--- config.mk ---
export PLATFORM = sky130hd
export DESIGN_NAME = pcache_line_stats
export DESIGN_NICKNAME = d
export VERILOG_FILES = /design/src/shared/pcache_pkg.sv /design/src/verilog/pcache_line_stats.sv /design/src/verilog/pcache_stat_counter.sv /design/src/verilog/pcache_word_mem.sv
export SDC_FILE = /design/constraint.sdc
export NUM_CORES = 2
export LEC_CHECK = 0
export BUFFER_PORTS_ARGS = -buffer_cell sky130_fd_sc_hd__buf_2
export CAP_MARGIN = 20
export CORE_ASPECT_RATIO = 1.5
export CORE_UTILIZATION = 45
export DETAILED_ROUTE_END_ITERATION = 10
export SYNTH_ARGS = -nofsm -noshare
export SYNTH_HDL_FRONTEND = slang
export SYNTH_SLANG_ARGS = --single-unit
--- constraint.sdc ---
create_clock -name pclk -period 5.7 [get_ports pclk]
set_clock_uncertainty 0.05 [all_clocks]
set_input_delay 1.14 -clock pclk [delete_from_list [all_inputs] [get_ports pclk]]
set_output_delay 1.14 -clock pclk [all_outputs]
set_load 0.02 [all_outputs]
--- src/shared/pcache_pkg.sv ---
// Package for the prefetch cache line access and statistics block.
// Assumes an APB slave with 32-bit data and one aligned word per register.
package pcache_pkg;
  // ==========================================================================
  // Register byte offsets.
  localparam logic [7:0] OFF_ACCESS   = 8'h00;
  localparam logic [7:0] OFF_TAG      = 8'h04;
  localparam logic [7:0] OFF_MASK     = 8'h08;
  localparam logic [7:0] OFF_WORD0    = 8'h0c;
  localparam logic [7:0] OFF_WORD1    = 8'h10;
  localparam logic [7:0] OFF_WORD2    = 8'h14;
  localparam logic [7:0] OFF_WORD3    = 8'h18;
  localparam logic [7:0] OFF_LRU      = 8'h1c;
  localparam logic [7:0] OFF_HIT      = 8'h20;
  localparam logic [7:0] OFF_MISS     = 8'h24;
  localparam logic [7:0] OFF_ABORT    = 8'h28;
  // ==========================================================================
  // Geometry and field positions.
  localparam int LINES      = 16;
  localparam int IDX_W      = 4;
  localparam int TAG_W      = 20;
  localparam int MASK_W     = 11;
  localparam int LRU_W      = 25;
  localparam int WEN_BIT    = 31;
  localparam int TAG_LSB    = 4;
  localparam int VALID_BIT  = 3;
  localparam int MASK_LSB   = 5;
  localparam logic [IDX_W-1:0] MASK_LINE_A = 4'ha;
  localparam logic [IDX_W-1:0] MASK_LINE_B = 4'hb;
  localparam logic [31:0] ZERO32 = 32'h0000_0000;
  localparam logic [31:0] ONE32  = 32'h0000_0001;
  // ==========================================================================
  // Processor access event bundle.
  typedef struct packed {
    logic              valid;      // An access is presented this cycle.
    logic              is_fetch;   // Instruction fetch, else data load.
    logic              cacheable;  // Address lies in a cacheable region.
    logic [TAG_W-1:0]  addr_tag;   // Physical address bits 23:4.
  } cpu_access_t;
  // Line tag entry.
  typedef struct packed {
    logic              valid;
    logic [TAG_W-1:0]  tag;
  } line_tag_t;
endpackage : pcache_pkg

--- src/verilog/pcache_line_stats.sv ---
// Top of the prefetch cache line access and statistics block.
// Assumes an APB master, a processor access bundle and a prefetch abort pulse.
//
// How it works
// - Set mask bits force matching tag bits to compare equal against the address.
// - The mask register is only writable while the selected line is 0x0a or 0x0b.
// - Four word registers read and write words 0 to 3 of the selected line.
// - The word registers read back zero while the chip is code-protected.
// - The 25-bit pseudo-LRU state is readable and the bits above read zero.
// - The hit counter counts cacheable fetches and loads that hit.
// - The miss counter counts cacheable instruction fetches that miss.
// - Non-cacheable accesses leave the hit and miss counters alone.
// - The abort counter counts every abandoned automatic prefetch.
// - The hit counter is read-write and is not reset.
// - Tag, mask and word writes take effect only while line write enable is set.
// - Only valid lines take part in hit detection on the 20-bit tag.
//
// Added by the designer: the register addresses and the APB register port.
`timescale 1ns/10ps
module pcache_line_stats
(
  input  wire logic                     pclk,          // System clock, 20 MHz.
  input  wire logic                     presetn,       // Asynchronous reset, low.
  input  wire logic                     psel,          // APB select.
  input  wire logic                     penable,       // APB enable.
  input  wire logic                     pwrite,        // APB direction.
  input  wire logic [7:0]               paddr,         // APB byte address.
  input  wire logic [31:0]              pwdata,        // APB write data.
  output logic      [31:0]              prdata,        // APB read data.
  output logic                          pready,        // APB ready.
  output logic                          pslverr,       // APB error.
  input  wire pcache_pkg::cpu_access_t  cpu_acc,       // Processor access.
  input  wire logic                     prefetch_abort,// Prefetch abandoned pulse.
  input  wire logic                     code_protect,  // Chip is code-protected.
  input  wire logic [24:0]              lru_state,     // Pseudo-LRU state.
  output logic                          hit_r,         // Registered hit result.
  output logic [3:0]                    hit_line_r     // Registered hit line.
);
  // ==========================================================================
  // Bus decode and registers.
  logic                                  wen_r;
  logic [pcache_pkg::IDX_W-1:0]          idx_r;
  pcache_pkg::line_tag_t                 tags_r [pcache_pkg::LINES];
  logic [pcache_pkg::MASK_W-1:0]         mask_a_r;
  logic [pcache_pkg::MASK_W-1:0]         mask_b_r;
  logic [31:0]                           hit_cnt;
  logic [31:0]                           miss_cnt;
  logic [31:0]                           abort_cnt;
  logic [31:0]                           mem_rdata;
  logic                                  setup;
  logic                                  wr_acc;
  logic                                  rd_pend_r;
  logic                                  word_sel;
  logic [1:0]                            word_idx;
  logic                                  mem_we;
  logic [pcache_pkg::LINES-1:0]          match;
  logic                                  any_hit;
  logic [3:0]                            hit_idx;
  logic [31:0]                           rd_mux;
  logic                                  rsp_now;
  logic                                  hit_event;
  logic                                  miss_event;

  assign setup    = psel && !penable;
  assign wr_acc   = psel && penable && pready && pwrite;
  assign word_sel = (paddr >= pcache_pkg::OFF_WORD0) && (paddr <= pcache_pkg::OFF_WORD3)
                    && (paddr[1:0] == 2'h0);
  assign word_idx = 2'((paddr - pcache_pkg::OFF_WORD0) >> 2);
  assign mem_we   = wr_acc && word_sel && wen_r;

  // Access phase one clock after setup; pready, prdata and pslverr all launch here.
  assign rsp_now  = rd_pend_r && psel && penable && !pready;

  // Data array for the line word window. Its read port follows the index and word
  // address every cycle, so data fetched after setup stand ready in the access phase.
  pcache_word_mem u_mem
  (
    .pclk  (pclk),
    .we    (mem_we),
    .waddr ({idx_r, word_idx}),
    .wdata (pwdata),
    .raddr ({idx_r, word_idx}),
    .rdata (mem_rdata)
  );

  // ==========================================================================
  // APB handshake.
  // Pready rises two cycles after setup so the array read has landed.
  always_ff @(posedge pclk or negedge presetn)
  begin
    if (!presetn)
    begin
      rd_pend_r <= 1'b0;
      pready    <= 1'b0;
    end
    else
    begin
      rd_pend_r <= setup;
      pready    <= rsp_now;
    end
  end

  // Access control register: write enable and line index.
  always_ff @(posedge pclk or negedge presetn)
  begin
    if (!presetn)
    begin
      wen_r <= 1'b0;
      idx_r <= '0;
    end
    else if (wr_acc && paddr == pcache_pkg::OFF_ACCESS)
    begin
      wen_r <= pwdata[pcache_pkg::WEN_BIT];
      idx_r <= pwdata[pcache_pkg::IDX_W-1:0];
    end
  end

  // ==========================================================================
  // Line tag and mask registers.
  // Tag register per line, writable only with line write enable.
  always_ff @(posedge pclk or negedge presetn)
  begin
    if (!presetn)
    begin
      for (int i = 0; i < pcache_pkg::LINES; i++)
      begin
        tags_r[i] <= '0;
      end
    end
    else if (wr_acc && paddr == pcache_pkg::OFF_TAG && wen_r)
    begin
      tags_r[idx_r].valid <= pwdata[pcache_pkg::VALID_BIT];
      tags_r[idx_r].tag   <= pwdata[pcache_pkg::TAG_LSB +: pcache_pkg::TAG_W];
    end
  end

  // Mask registers exist only for the two maskable lines.
  always_ff @(posedge pclk or negedge presetn)
  begin
    if (!presetn)
    begin
      mask_a_r <= '0;
      mask_b_r <= '0;
    end
    else if (wr_acc && paddr == pcache_pkg::OFF_MASK && wen_r)
    begin
      if (idx_r == pcache_pkg::MASK_LINE_A)
      begin
        mask_a_r <= pwdata[pcache_pkg::MASK_LSB +: pcache_pkg::MASK_W];
      end
      else if (idx_r == pcache_pkg::MASK_LINE_B)
      begin
        mask_b_r <= pwdata[pcache_pkg::MASK_LSB +: pcache_pkg::MASK_W];
      end
    end
  end

  // ==========================================================================
  // Hit detection over all lines.
  generate
    for (genvar g = 0; g < pcache_pkg::LINES; g++)
    begin : g_cmp
      // Mask bits cover the top eleven tag bits; the low nine always compare.
      logic [pcache_pkg::TAG_W-1:0] force_eq;
      if (g == 10)
      begin : g_ma
        assign force_eq = {mask_a_r, 9'h000};
      end
      else if (g == 11)
      begin : g_mb
        assign force_eq = {mask_b_r, 9'h000};
      end
      else
      begin : g_nm
        assign force_eq = '0;
      end
      // Only valid lines compare; masked bits always agree.
      assign match[g] = tags_r[g].valid
                        && (((tags_r[g].tag ^ cpu_acc.addr_tag) & ~force_eq) == '0);
    end
  endgenerate

  // Lowest matching line wins.
  always_comb
  begin
    any_hit = 1'b0;
    hit_idx = 4'h0;
    for (int i = pcache_pkg::LINES - 1; i >= 0; i--)
    begin
      if (match[i])
      begin
        any_hit = 1'b1;
        hit_idx = 4'(i);
      end
    end
  end

  // Qualified processor events; non-cacheable accesses never reach the counters.
  assign hit_event  = cpu_acc.valid && cpu_acc.cacheable && any_hit;
  assign miss_event = cpu_acc.valid && cpu_acc.cacheable && cpu_acc.is_fetch
                      && !any_hit;

  // Registered hit result for the rest of the cache.
  always_ff @(posedge pclk or negedge presetn)
  begin
    if (!presetn)
    begin
      hit_r      <= 1'b0;
      hit_line_r <= 4'h0;
    end
    else
    begin
      hit_r      <= hit_event;
      hit_line_r <= hit_idx;
    end
  end

  // ==========================================================================
  // Statistics counters; not reset, software loads them.
  pcache_stat_counter u_hit
  (
    .pclk     (pclk),
    .load     (wr_acc && paddr == pcache_pkg::OFF_HIT),
    .load_val (pwdata),
    .inc      (hit_event),
    .count_r  (hit_cnt)
  );

  pcache_stat_counter u_miss
  (
    .pclk     (pclk),
    .load     (wr_acc && paddr == pcache_pkg::OFF_MISS),
    .load_val (pwdata),
    .inc      (miss_event),
    .count_r  (miss_cnt)
  );

  pcache_stat_counter u_abort
  (
    .pclk     (pclk),
    .load     (wr_acc && paddr == pcache_pkg::OFF_ABORT),
    .load_val (pwdata),
    .inc      (prefetch_abort),
    .count_r  (abort_cnt)
  );

  // ==========================================================================
  // Read multiplexer.
  always_comb
  begin
    rd_mux = pcache_pkg::ZERO32;
    case (paddr)
      pcache_pkg::OFF_ACCESS: rd_mux = {wen_r, 27'h0, idx_r};
      pcache_pkg::OFF_TAG:    rd_mux = {8'h00, tags_r[idx_r].tag, tags_r[idx_r].valid, 3'h0};
      pcache_pkg::OFF_MASK:
      begin
        if (idx_r == pcache_pkg::MASK_LINE_A)
        begin
          rd_mux = {16'h0000, mask_a_r, 5'h00};
        end
        else if (idx_r == pcache_pkg::MASK_LINE_B)
        begin
          rd_mux = {16'h0000, mask_b_r, 5'h00};
        end
      end
      pcache_pkg::OFF_WORD0,
      pcache_pkg::OFF_WORD1,
      pcache_pkg::OFF_WORD2,
      pcache_pkg::OFF_WORD3:  rd_mux = code_protect ? pcache_pkg::ZERO32 : mem_rdata;
      pcache_pkg::OFF_LRU:    rd_mux = {7'h00, lru_state};
      pcache_pkg::OFF_HIT:    rd_mux = hit_cnt;
      pcache_pkg::OFF_MISS:   rd_mux = miss_cnt;
      pcache_pkg::OFF_ABORT:  rd_mux = abort_cnt;
      default:                rd_mux = pcache_pkg::ZERO32;
    endcase
  end

  // Read data are captured on reads only, so a write leaves the last read value standing.
  always_ff @(posedge pclk or negedge presetn)
  begin
    if (!presetn)
    begin
      prdata <= pcache_pkg::ZERO32;
    end
    else if (rsp_now && !pwrite)
    begin
      prdata <= rd_mux;
    end
  end

  // Unmapped or unaligned addresses answer with pslverr alongside pready.
  always_ff @(posedge pclk or negedge presetn)
  begin
    if (!presetn)
    begin
      pslverr <= 1'b0;
    end
    else
    begin
      pslverr <= rsp_now
                 && ((paddr > pcache_pkg::OFF_ABORT) || (paddr[1:0] != 2'h0));
    end
  end
endmodule : pcache_line_stats

--- src/verilog/pcache_stat_counter.sv ---
// A 32-bit statistics counter, software loadable, counting one event a cycle.
// Assumes event pulses synchronous to pclk.
`timescale 1ns/10ps
module pcache_stat_counter
(
  input  wire logic        pclk,     // System clock.
  input  wire logic        load,     // Software write strobe.
  input  wire logic [31:0] load_val, // Value written by software.
  input  wire logic        inc,      // Qualifying event.
  output logic      [31:0] count_r   // Current count.
);
  // Software load has priority; otherwise count and wrap silently.
  always_ff @(posedge pclk)
  begin
    if (load)
    begin
      count_r <= load_val;
    end
    else if (inc)
    begin
      count_r <= count_r + pcache_pkg::ONE32;
    end
  end
endmodule : pcache_stat_counter

--- src/verilog/pcache_word_mem.sv ---
// Little memory holding the four data words of every cache line.
// Assumes one write port and a registered read port on pclk.
`timescale 1ns/10ps
module pcache_word_mem
(
  input  wire logic        pclk,     // System clock.
  input  wire logic        we,       // Write strobe.
  input  wire logic [5:0]  waddr,    // Write address, line and word.
  input  wire logic [31:0] wdata,    // Write data.
  input  wire logic [5:0]  raddr,    // Read address, line and word.
  output logic      [31:0] rdata     // Registered read data.
);
  logic [31:0] mem_r [0:63];

  // Write and registered read; contents are undefined after reset.
  always_ff @(posedge pclk)
  begin
    if (we)
    begin
      mem_r[waddr] <= wdata;
    end
    rdata <= mem_r[raddr];
  end
endmodule : pcache_word_mem
=== After elaboration in Yosys (flattened, before gate mapping) ===
Memories as Yosys holds them, arrays and structs flattened. A register that Yosys moved wholly into a read port is not among the register bits.
Cells that the tools add are included.

* Bits in registers: 499
* RAM bits: 2048
* Bits of input ports: 95
* Word-level logic and storage cells: 214
* Memories kept: 1

{| class="wikitable"
|+ Memories
! memory !! words !! width !! rd ports !! clocked after Yosys merged registers in !! wr ports !! line !! source
|-
| u_mem.mem_r || 64 || 32 || 1 || 1 || 1 || pcache_word_mem.sv:13 || <nowiki>logic [31:0] mem_r [0:63];</nowiki>
|}

* Add/subtract/negate cells: 4
* Magnitude comparators: 5
* Eq/ne operators: 12
* Muxes and demuxes: 53
* Bitwise logic cells: 22
* Reductions and logical operators: 72

{| class="wikitable"
|+ Operator list
! operator !! count
|-
| bitwise mux 336 bit || 2
|-
| zero test 20 bit || 16
|-
| bitwise XOR 20 bit || 16
|-
| 2-to-1 mux 32 bit || 8
|-
| one-hot mux 32 bit (8 select lines) || 1
|-
| demux 21 bit (select 4 bit) || 2
|-
| adder 32 x 1 -> 32 bit (second input constant) || 3
|-
| binary-select mux 21 bit (select 4 bit) || 1
|-
| 2-to-1 mux 4 bit || 16
|-
| 2-to-1 mux 21 bit || 3
|-
| logical AND 1 bit || 42
|-
| bitwise AND 20 bit || 2
|-
| inverter 20 bit || 2
|-
| == test 8 x 5 -> 1 bit (second input constant) || 4
|-
| == test 8 x 6 -> 1 bit (second input constant) || 3
|-
| 2-to-1 mux 20 bit || 1
|-
| 2-to-1 mux 1 bit || 18
|-
| == test 8 x 4 -> 1 bit (second input constant) || 2
|-
| 2-to-1 mux 16 bit || 1
|-
| == test 4 bit (second input constant) || 2
|-
| == test 8 x 3 -> 1 bit (second input constant) || 1
|-
| >= comparator 8 x 4 -> 1 bit (second input constant) || 1
|-
| > comparator 8 x 6 -> 1 bit (second input constant) || 1
|-
| less-or-equal comparator 8 x 5 -> 1 bit (second input constant) || 1
|-
| other kinds (13) || 19
|}

=== Depth between registers and ports, before layout ===
* Depth in word-level cells: 23
* Mapped depth: 13

=== Hierarchy ===
Synthesis repeated with hierarchy kept, for this count alone.

* Cells, all modules: 5740
* Area, all modules: 107226.6 µm²

{| class="wikitable"
|+ By module, submodules not included
! module !! times used !! cells an instance !! area each (µm²) !! seq. area each (µm²)
|-
| pcache_word_mem || 1 || 3324 || 78515.3 || 62139.6
|-
| pcache_line_stats || 1 || 1781 || 22636.7 || 10084.7
|-
| pcache_stat_counter (u_abort ...) || 2 || 214 || 2048.2 || 960.9
|-
| pcache_stat_counter (u_miss) || 1 || 207 || 1978.1 || 960.9
|}

=== Worst setup path before layout ===
Ideal clock, no wire load.

* Path kind: in2reg
* Start point: input cpu_acc[10] in the netlist's numbering
* End point: register u_miss.count_r[0] (enable)
* Library setup time: 466 ps
* Arrival: 4653 ps
* Data required time: 5184 ps
* Setup slack: 532 ps
* Cell stages on the path: 10
* Path buffers: 2
* Cells stage by stage: buf_2 buf_2 xnor2_1 o22ai_1 nor4_1 nand2_1 nand4_1 nor3_1 nand2_1 o21ai_0

* Longest elaborated chain between the ends: 22

{| class="wikitable"
|+ Ends and longest elaborated chain
! item !! line !! source
|-
| from (decl) || pcache_line_stats.sv:32 || <nowiki>input wire pcache_pkg::cpu_access_t cpu_acc,</nowiki>
|-
| bitwise XOR 20 bit || pcache_line_stats.sv:179 || <nowiki>&& (((tags_r[g].tag ^ cpu_acc.addr_tag) & ~force_eq) == '0);</nowiki>
|-
| zero test 20 bit || pcache_line_stats.sv:179 ||
|-
| logical AND 1 bit || pcache_line_stats.sv:179 ||
|-
| 2-to-1 mux 1 bit (15 in a row) || pcache_line_stats.sv:190 || <nowiki>if (match[i])</nowiki>
|-
| 2-to-1 mux 1 bit (*) || pcache_line_stats.sv:190 ||
|-
| zero test 1 bit (*) || pcache_line_stats.sv:201 || <nowiki>&& !any_hit;</nowiki>
|-
| logical AND 1 bit (*) || pcache_line_stats.sv:201 ||
|-
| nonzero test 2 bit (no line) (*) || -- ||
|-
| to (signal assigned) || pcache_stat_counter.sv:17 || <nowiki>count_r <= load_val;</nowiki>
|-
| to (signal assigned) || pcache_stat_counter.sv:21 || <nowiki>count_r <= count_r + pcache_pkg::ONE32;</nowiki>
|-
| to (decl) || pcache_stat_counter.sv:10 || <nowiki>output logic [31:0] count_r</nowiki>
|}

Mark *: on every way between the ends. The rest lies on a longest branch, timed or not.
A chain may end at the register's enable or synchronous reset.

=== Worst setup path in the final report ===
* Start point: input cpu_acc[18] in the netlist's numbering
* End point: register u_hit.count_r[3] (enable)

* Longest elaborated chain between the ends: 21

{| class="wikitable"
|+ Ends and longest elaborated chain
! item !! line !! source
|-
| bitwise XOR 20 bit || pcache_line_stats.sv:179 ||
|-
| zero test 20 bit || pcache_line_stats.sv:179 ||
|-
| logical AND 1 bit || pcache_line_stats.sv:179 ||
|-
| 2-to-1 mux 1 bit (15 in a row) || pcache_line_stats.sv:190 ||
|-
| 2-to-1 mux 1 bit (*) || pcache_line_stats.sv:190 ||
|-
| logical AND 1 bit (*) || pcache_line_stats.sv:199 || <nowiki>assign hit_event = cpu_acc.valid && cpu_acc.cacheable && any_hit;</nowiki>
|-
| nonzero test 2 bit (no line) (*) || -- ||
|-
| to (signal assigned) || pcache_stat_counter.sv:17 ||
|-
| to (signal assigned) || pcache_stat_counter.sv:21 ||
|-
| to (decl) || pcache_stat_counter.sv:10 ||
|}

Marks and branches as above.

==> impl_metrics.py <==
metrics = {
    "floorplan": {
        "fp.dieH_um": 586,
        "core_um2": 227000,
        "num_rows": 214,
        "die_x_um": 392,
        "start_util": 0.452,
        "fp.dieArea_um2": 230000,
        "io_pins": 134,
    },
    "final_layout": {
        "nNetsFinal": 6528,
        "drive_gt1_frac": 0.213,
        "area_growth_syn_to_layout_pct": 13.9,
    },
    "critical_path": {
        "rr_endpoint": "u_mem.mem_r[30][16]",
        "rr_worst_depth": 7,
        "critPathTopFamily": "simple AND/OR/NAND/NOR gates",
        "timing.rr.start": "pready",
        "cp-end-kind": "flip-flop",
        "worstPathBufferInverterCount": 3,
        "cpPeakStageDelay_ns": 0.65,
        "crit_start": "cpu_acc[18]",
        "path_cells": "buf_2, buf_4, xor2_1, nor4_1, nand4_1, and2_1, nand3_1, nor2_1, nand2_1, a32o_1, buf_4",
        "crit_path_frequent_cell": "buf_4",
        "worst_ep_arrival_time_ns": 4.53,
        "path_max_fanout": 32,
        "cp_slowest_cell": "nor4_1",
        "rrSetupSlack_ns": 1.80,
        "worstSetupPathType": "input pin to flip-flop",
        "cp-start-kind": "input pin",
        "critical_path_required_ns": 6.19,
    },
    "place": {
        "portBuffers": 133,
        "hpwl_um": 213000,
        "globalplace.congestion": 0.946,
    },
    "clocking": {
        "h-tree-depth": 4,
        "post-cts-setup-buffer-count": 0,
        "ctsResizeCount": 0,
        "insertion_delay_ns": 0.88,
        "cts-root-buf": "clkbuf_16",
        "cts_sinks": 2579,
        "path_clk_slew_ns": 0.06,
        "clockBufferDepth": 4,
        "ctsHoldBuffers": 0,
        "cts-buffers-inserted": 235,
        "tritoncts": "yes",
    },
    "hold_path": {
        "hold_class": "input pin to asynchronous set/reset pin",
    },
    "logic_synthesis": {
        "synth_ff_type": "edfxtp_1",
        "synth_enable_flop_cells": 2144,
        "synth_area_leaders": "edfxtp_1, dfrtp_1, a22oi_1",
        "synthArstFlopShare": 0.156,
        "avgSynthCellArea_um2": 16.6,
        "synth_cells": 6189,
        "yosys_warnings": 0,
        "ys_ff_latch": 2579,
        "ys_top_cells_by_count": "edfxtp_1, a22oi_1, dfrtp_1",
        "syn-cell-area_um2": 102000,
        "synth_cell_types": 61,
        "synth_most_common_cell": "edfxtp_1",
        "syn_nets": 6291,
        "synth.yosys.seq_area_share": 0.733,
        "synth_top_area_cell": "edfxtp_1",
        "netlist.area_leader.share": 0.628,
    },
    "timing": {
        "setup_tns_ns": 0,
        "tightest_slew_ns": 1.06,
        "fin_crit_ns": 4.05,
        "clock.fmax_mhz": 247,
        "setup_viol": 0,
        "finalHoldViolations": 0,
        "timing.final.max_slew_violations": 0,
        "fin_hold_ws_ns": 0.296,
        "rsz0062_at_grt": "false",
        "period_share": 0.710,
        "relSlewSlack": 0.295,
    },
    "global_route": {
        "antenna_found_initial": 16,
        "grt.total_usage": 0.290,
        "grt_pass1_wl_um": 471000,
        "first_global_vias": 60300,
        "grt_max_degree": 128,
        "grt_remaining_overflow": 0,
    },
    "routing": {
        "wl_per_cell_um": 35.0,
        "drcViolationCount": 0,
        "dr.first_iter.drc_count": 8006,
        "dr.pass1.iters": 7,
        "dr_total_vias": 61800,
        "drt_wl_total_um": 338000,
        "antenna_left": 0,
        "vias_per_cell": 6.40,
    },
    "status": {
        "status": "completed",
    },
    "flow_run": {
        "maxCapViolCount": 0,
    },
    "power": {
        "power_density_nw_per_um2": 328,
        "ir_drop_uv": 241,
        "leakage_nw": 38.5,
    },
}
-- placed cells by master, fill, tap and decap left out, drive strengths merged, types with 80 or more instances in the layout --
master	count
edfxtp	2144
mux4	105
a22o	165
nor2	184
mux2	365
buf	457
xnor2	278
clkinv	80
nand3	106
dfrtp	403
clkbuf	312
a22oi	746
nand4	129
a21oi	126
nand2	144
xor2	131
a221oi	177
a31oi	134
-- area by class of cell --
type                    instances  area (um2)
clock inverters               122        1310
repair buffers                457        3980
inverters                      11        41.3
flip-flops and latches       2579       75100
diodes                          5        12.5
well taps                    3024        3780
multi-input cells            3142       25900
clock buffers                 312        6480
fillers                     18500      110000
-- registers in the layout, summed over array words and instances, names as in the netlist, 32 cells and up --
register	count
u_mem.rdata	32
u_miss.count_r	32
prdata	32
u_hit.count_r	32
u_abort.count_r	32
tags_r	336
u_mem.mem_r	2048
-- where the power goes --
group | total, mW | internal [mW] | switching (mW)
combinational | 1.51 | 0.387 | 1.12
clock | 16.2 | 9.20 | 7.05
sequential | 20.6 | 20.5 | 0.0935
-- routing by layer --
metal	global-route usage	vias to the layer above	wire (um)
li1	-	25500	-
met1	0.362	32300	124000
met2	0.483	3227	166000
met3	0.0508	674	27400
met4	0.154	4	20500
met5	0	-	29
-- worst register-to-register path, cell delays in order, from the launching register on --
cell and delay, ns:
dfrtp_1 0.35, and4_1 0.53, nand2_1 0.27, a311oi_2 0.94, nand2_1 0.38, buf_4 0.31, nor2_4 0.09, buf_4 0.52
-- worst max path at each step --
stage | endpoint | slack [ns] | depth (start not counted)
2_1_floorplan | u_miss.count_r[0] | 0.53 | 10
3_3_place_gp | u_mem.rdata[18] | 0.61 | 11
3_5_place_dp | u_mem.rdata[29] | 0.70 | 11
4_1_cts | u_mem.rdata[29] | 1.64 | 11
5_1_grt | u_hit.count_r[3] | 1.60 | 11
6_report | u_hit.count_r[3] | 1.65 | 11
-- metrics by stage --
stage	cells	worst slack [ns]	area, um2	power (mW)	util
2_1_floorplan	6189	0.532	102000	21.5	-
3_3_place_gp	9208	0.606	109000	22.4	0.480
3_5_place_dp	9211	0.697	109000	22.4	0.481
4_1_cts	9645	1.64	117000	38.4	0.515
5_1_grt	9649	1.60	117000	39.2	0.515
6_report	9652	1.65	117000	38.3	0.515
-- kinds of logic after synthesis --
logic type	count (synthesis)	share of synthesized area
AOI/OAI and AO/OA	1526	0.111
xor gates and xnor gates	409	0.0350
and+or+nand+nor	719	0.0355
DFF	2579	0.733
buffers and inverters	468	0.0203
muxes	481	0.0643
adders and majority gates	7	0.000855
Note: power is estimated with default switching activity, not from simulation.
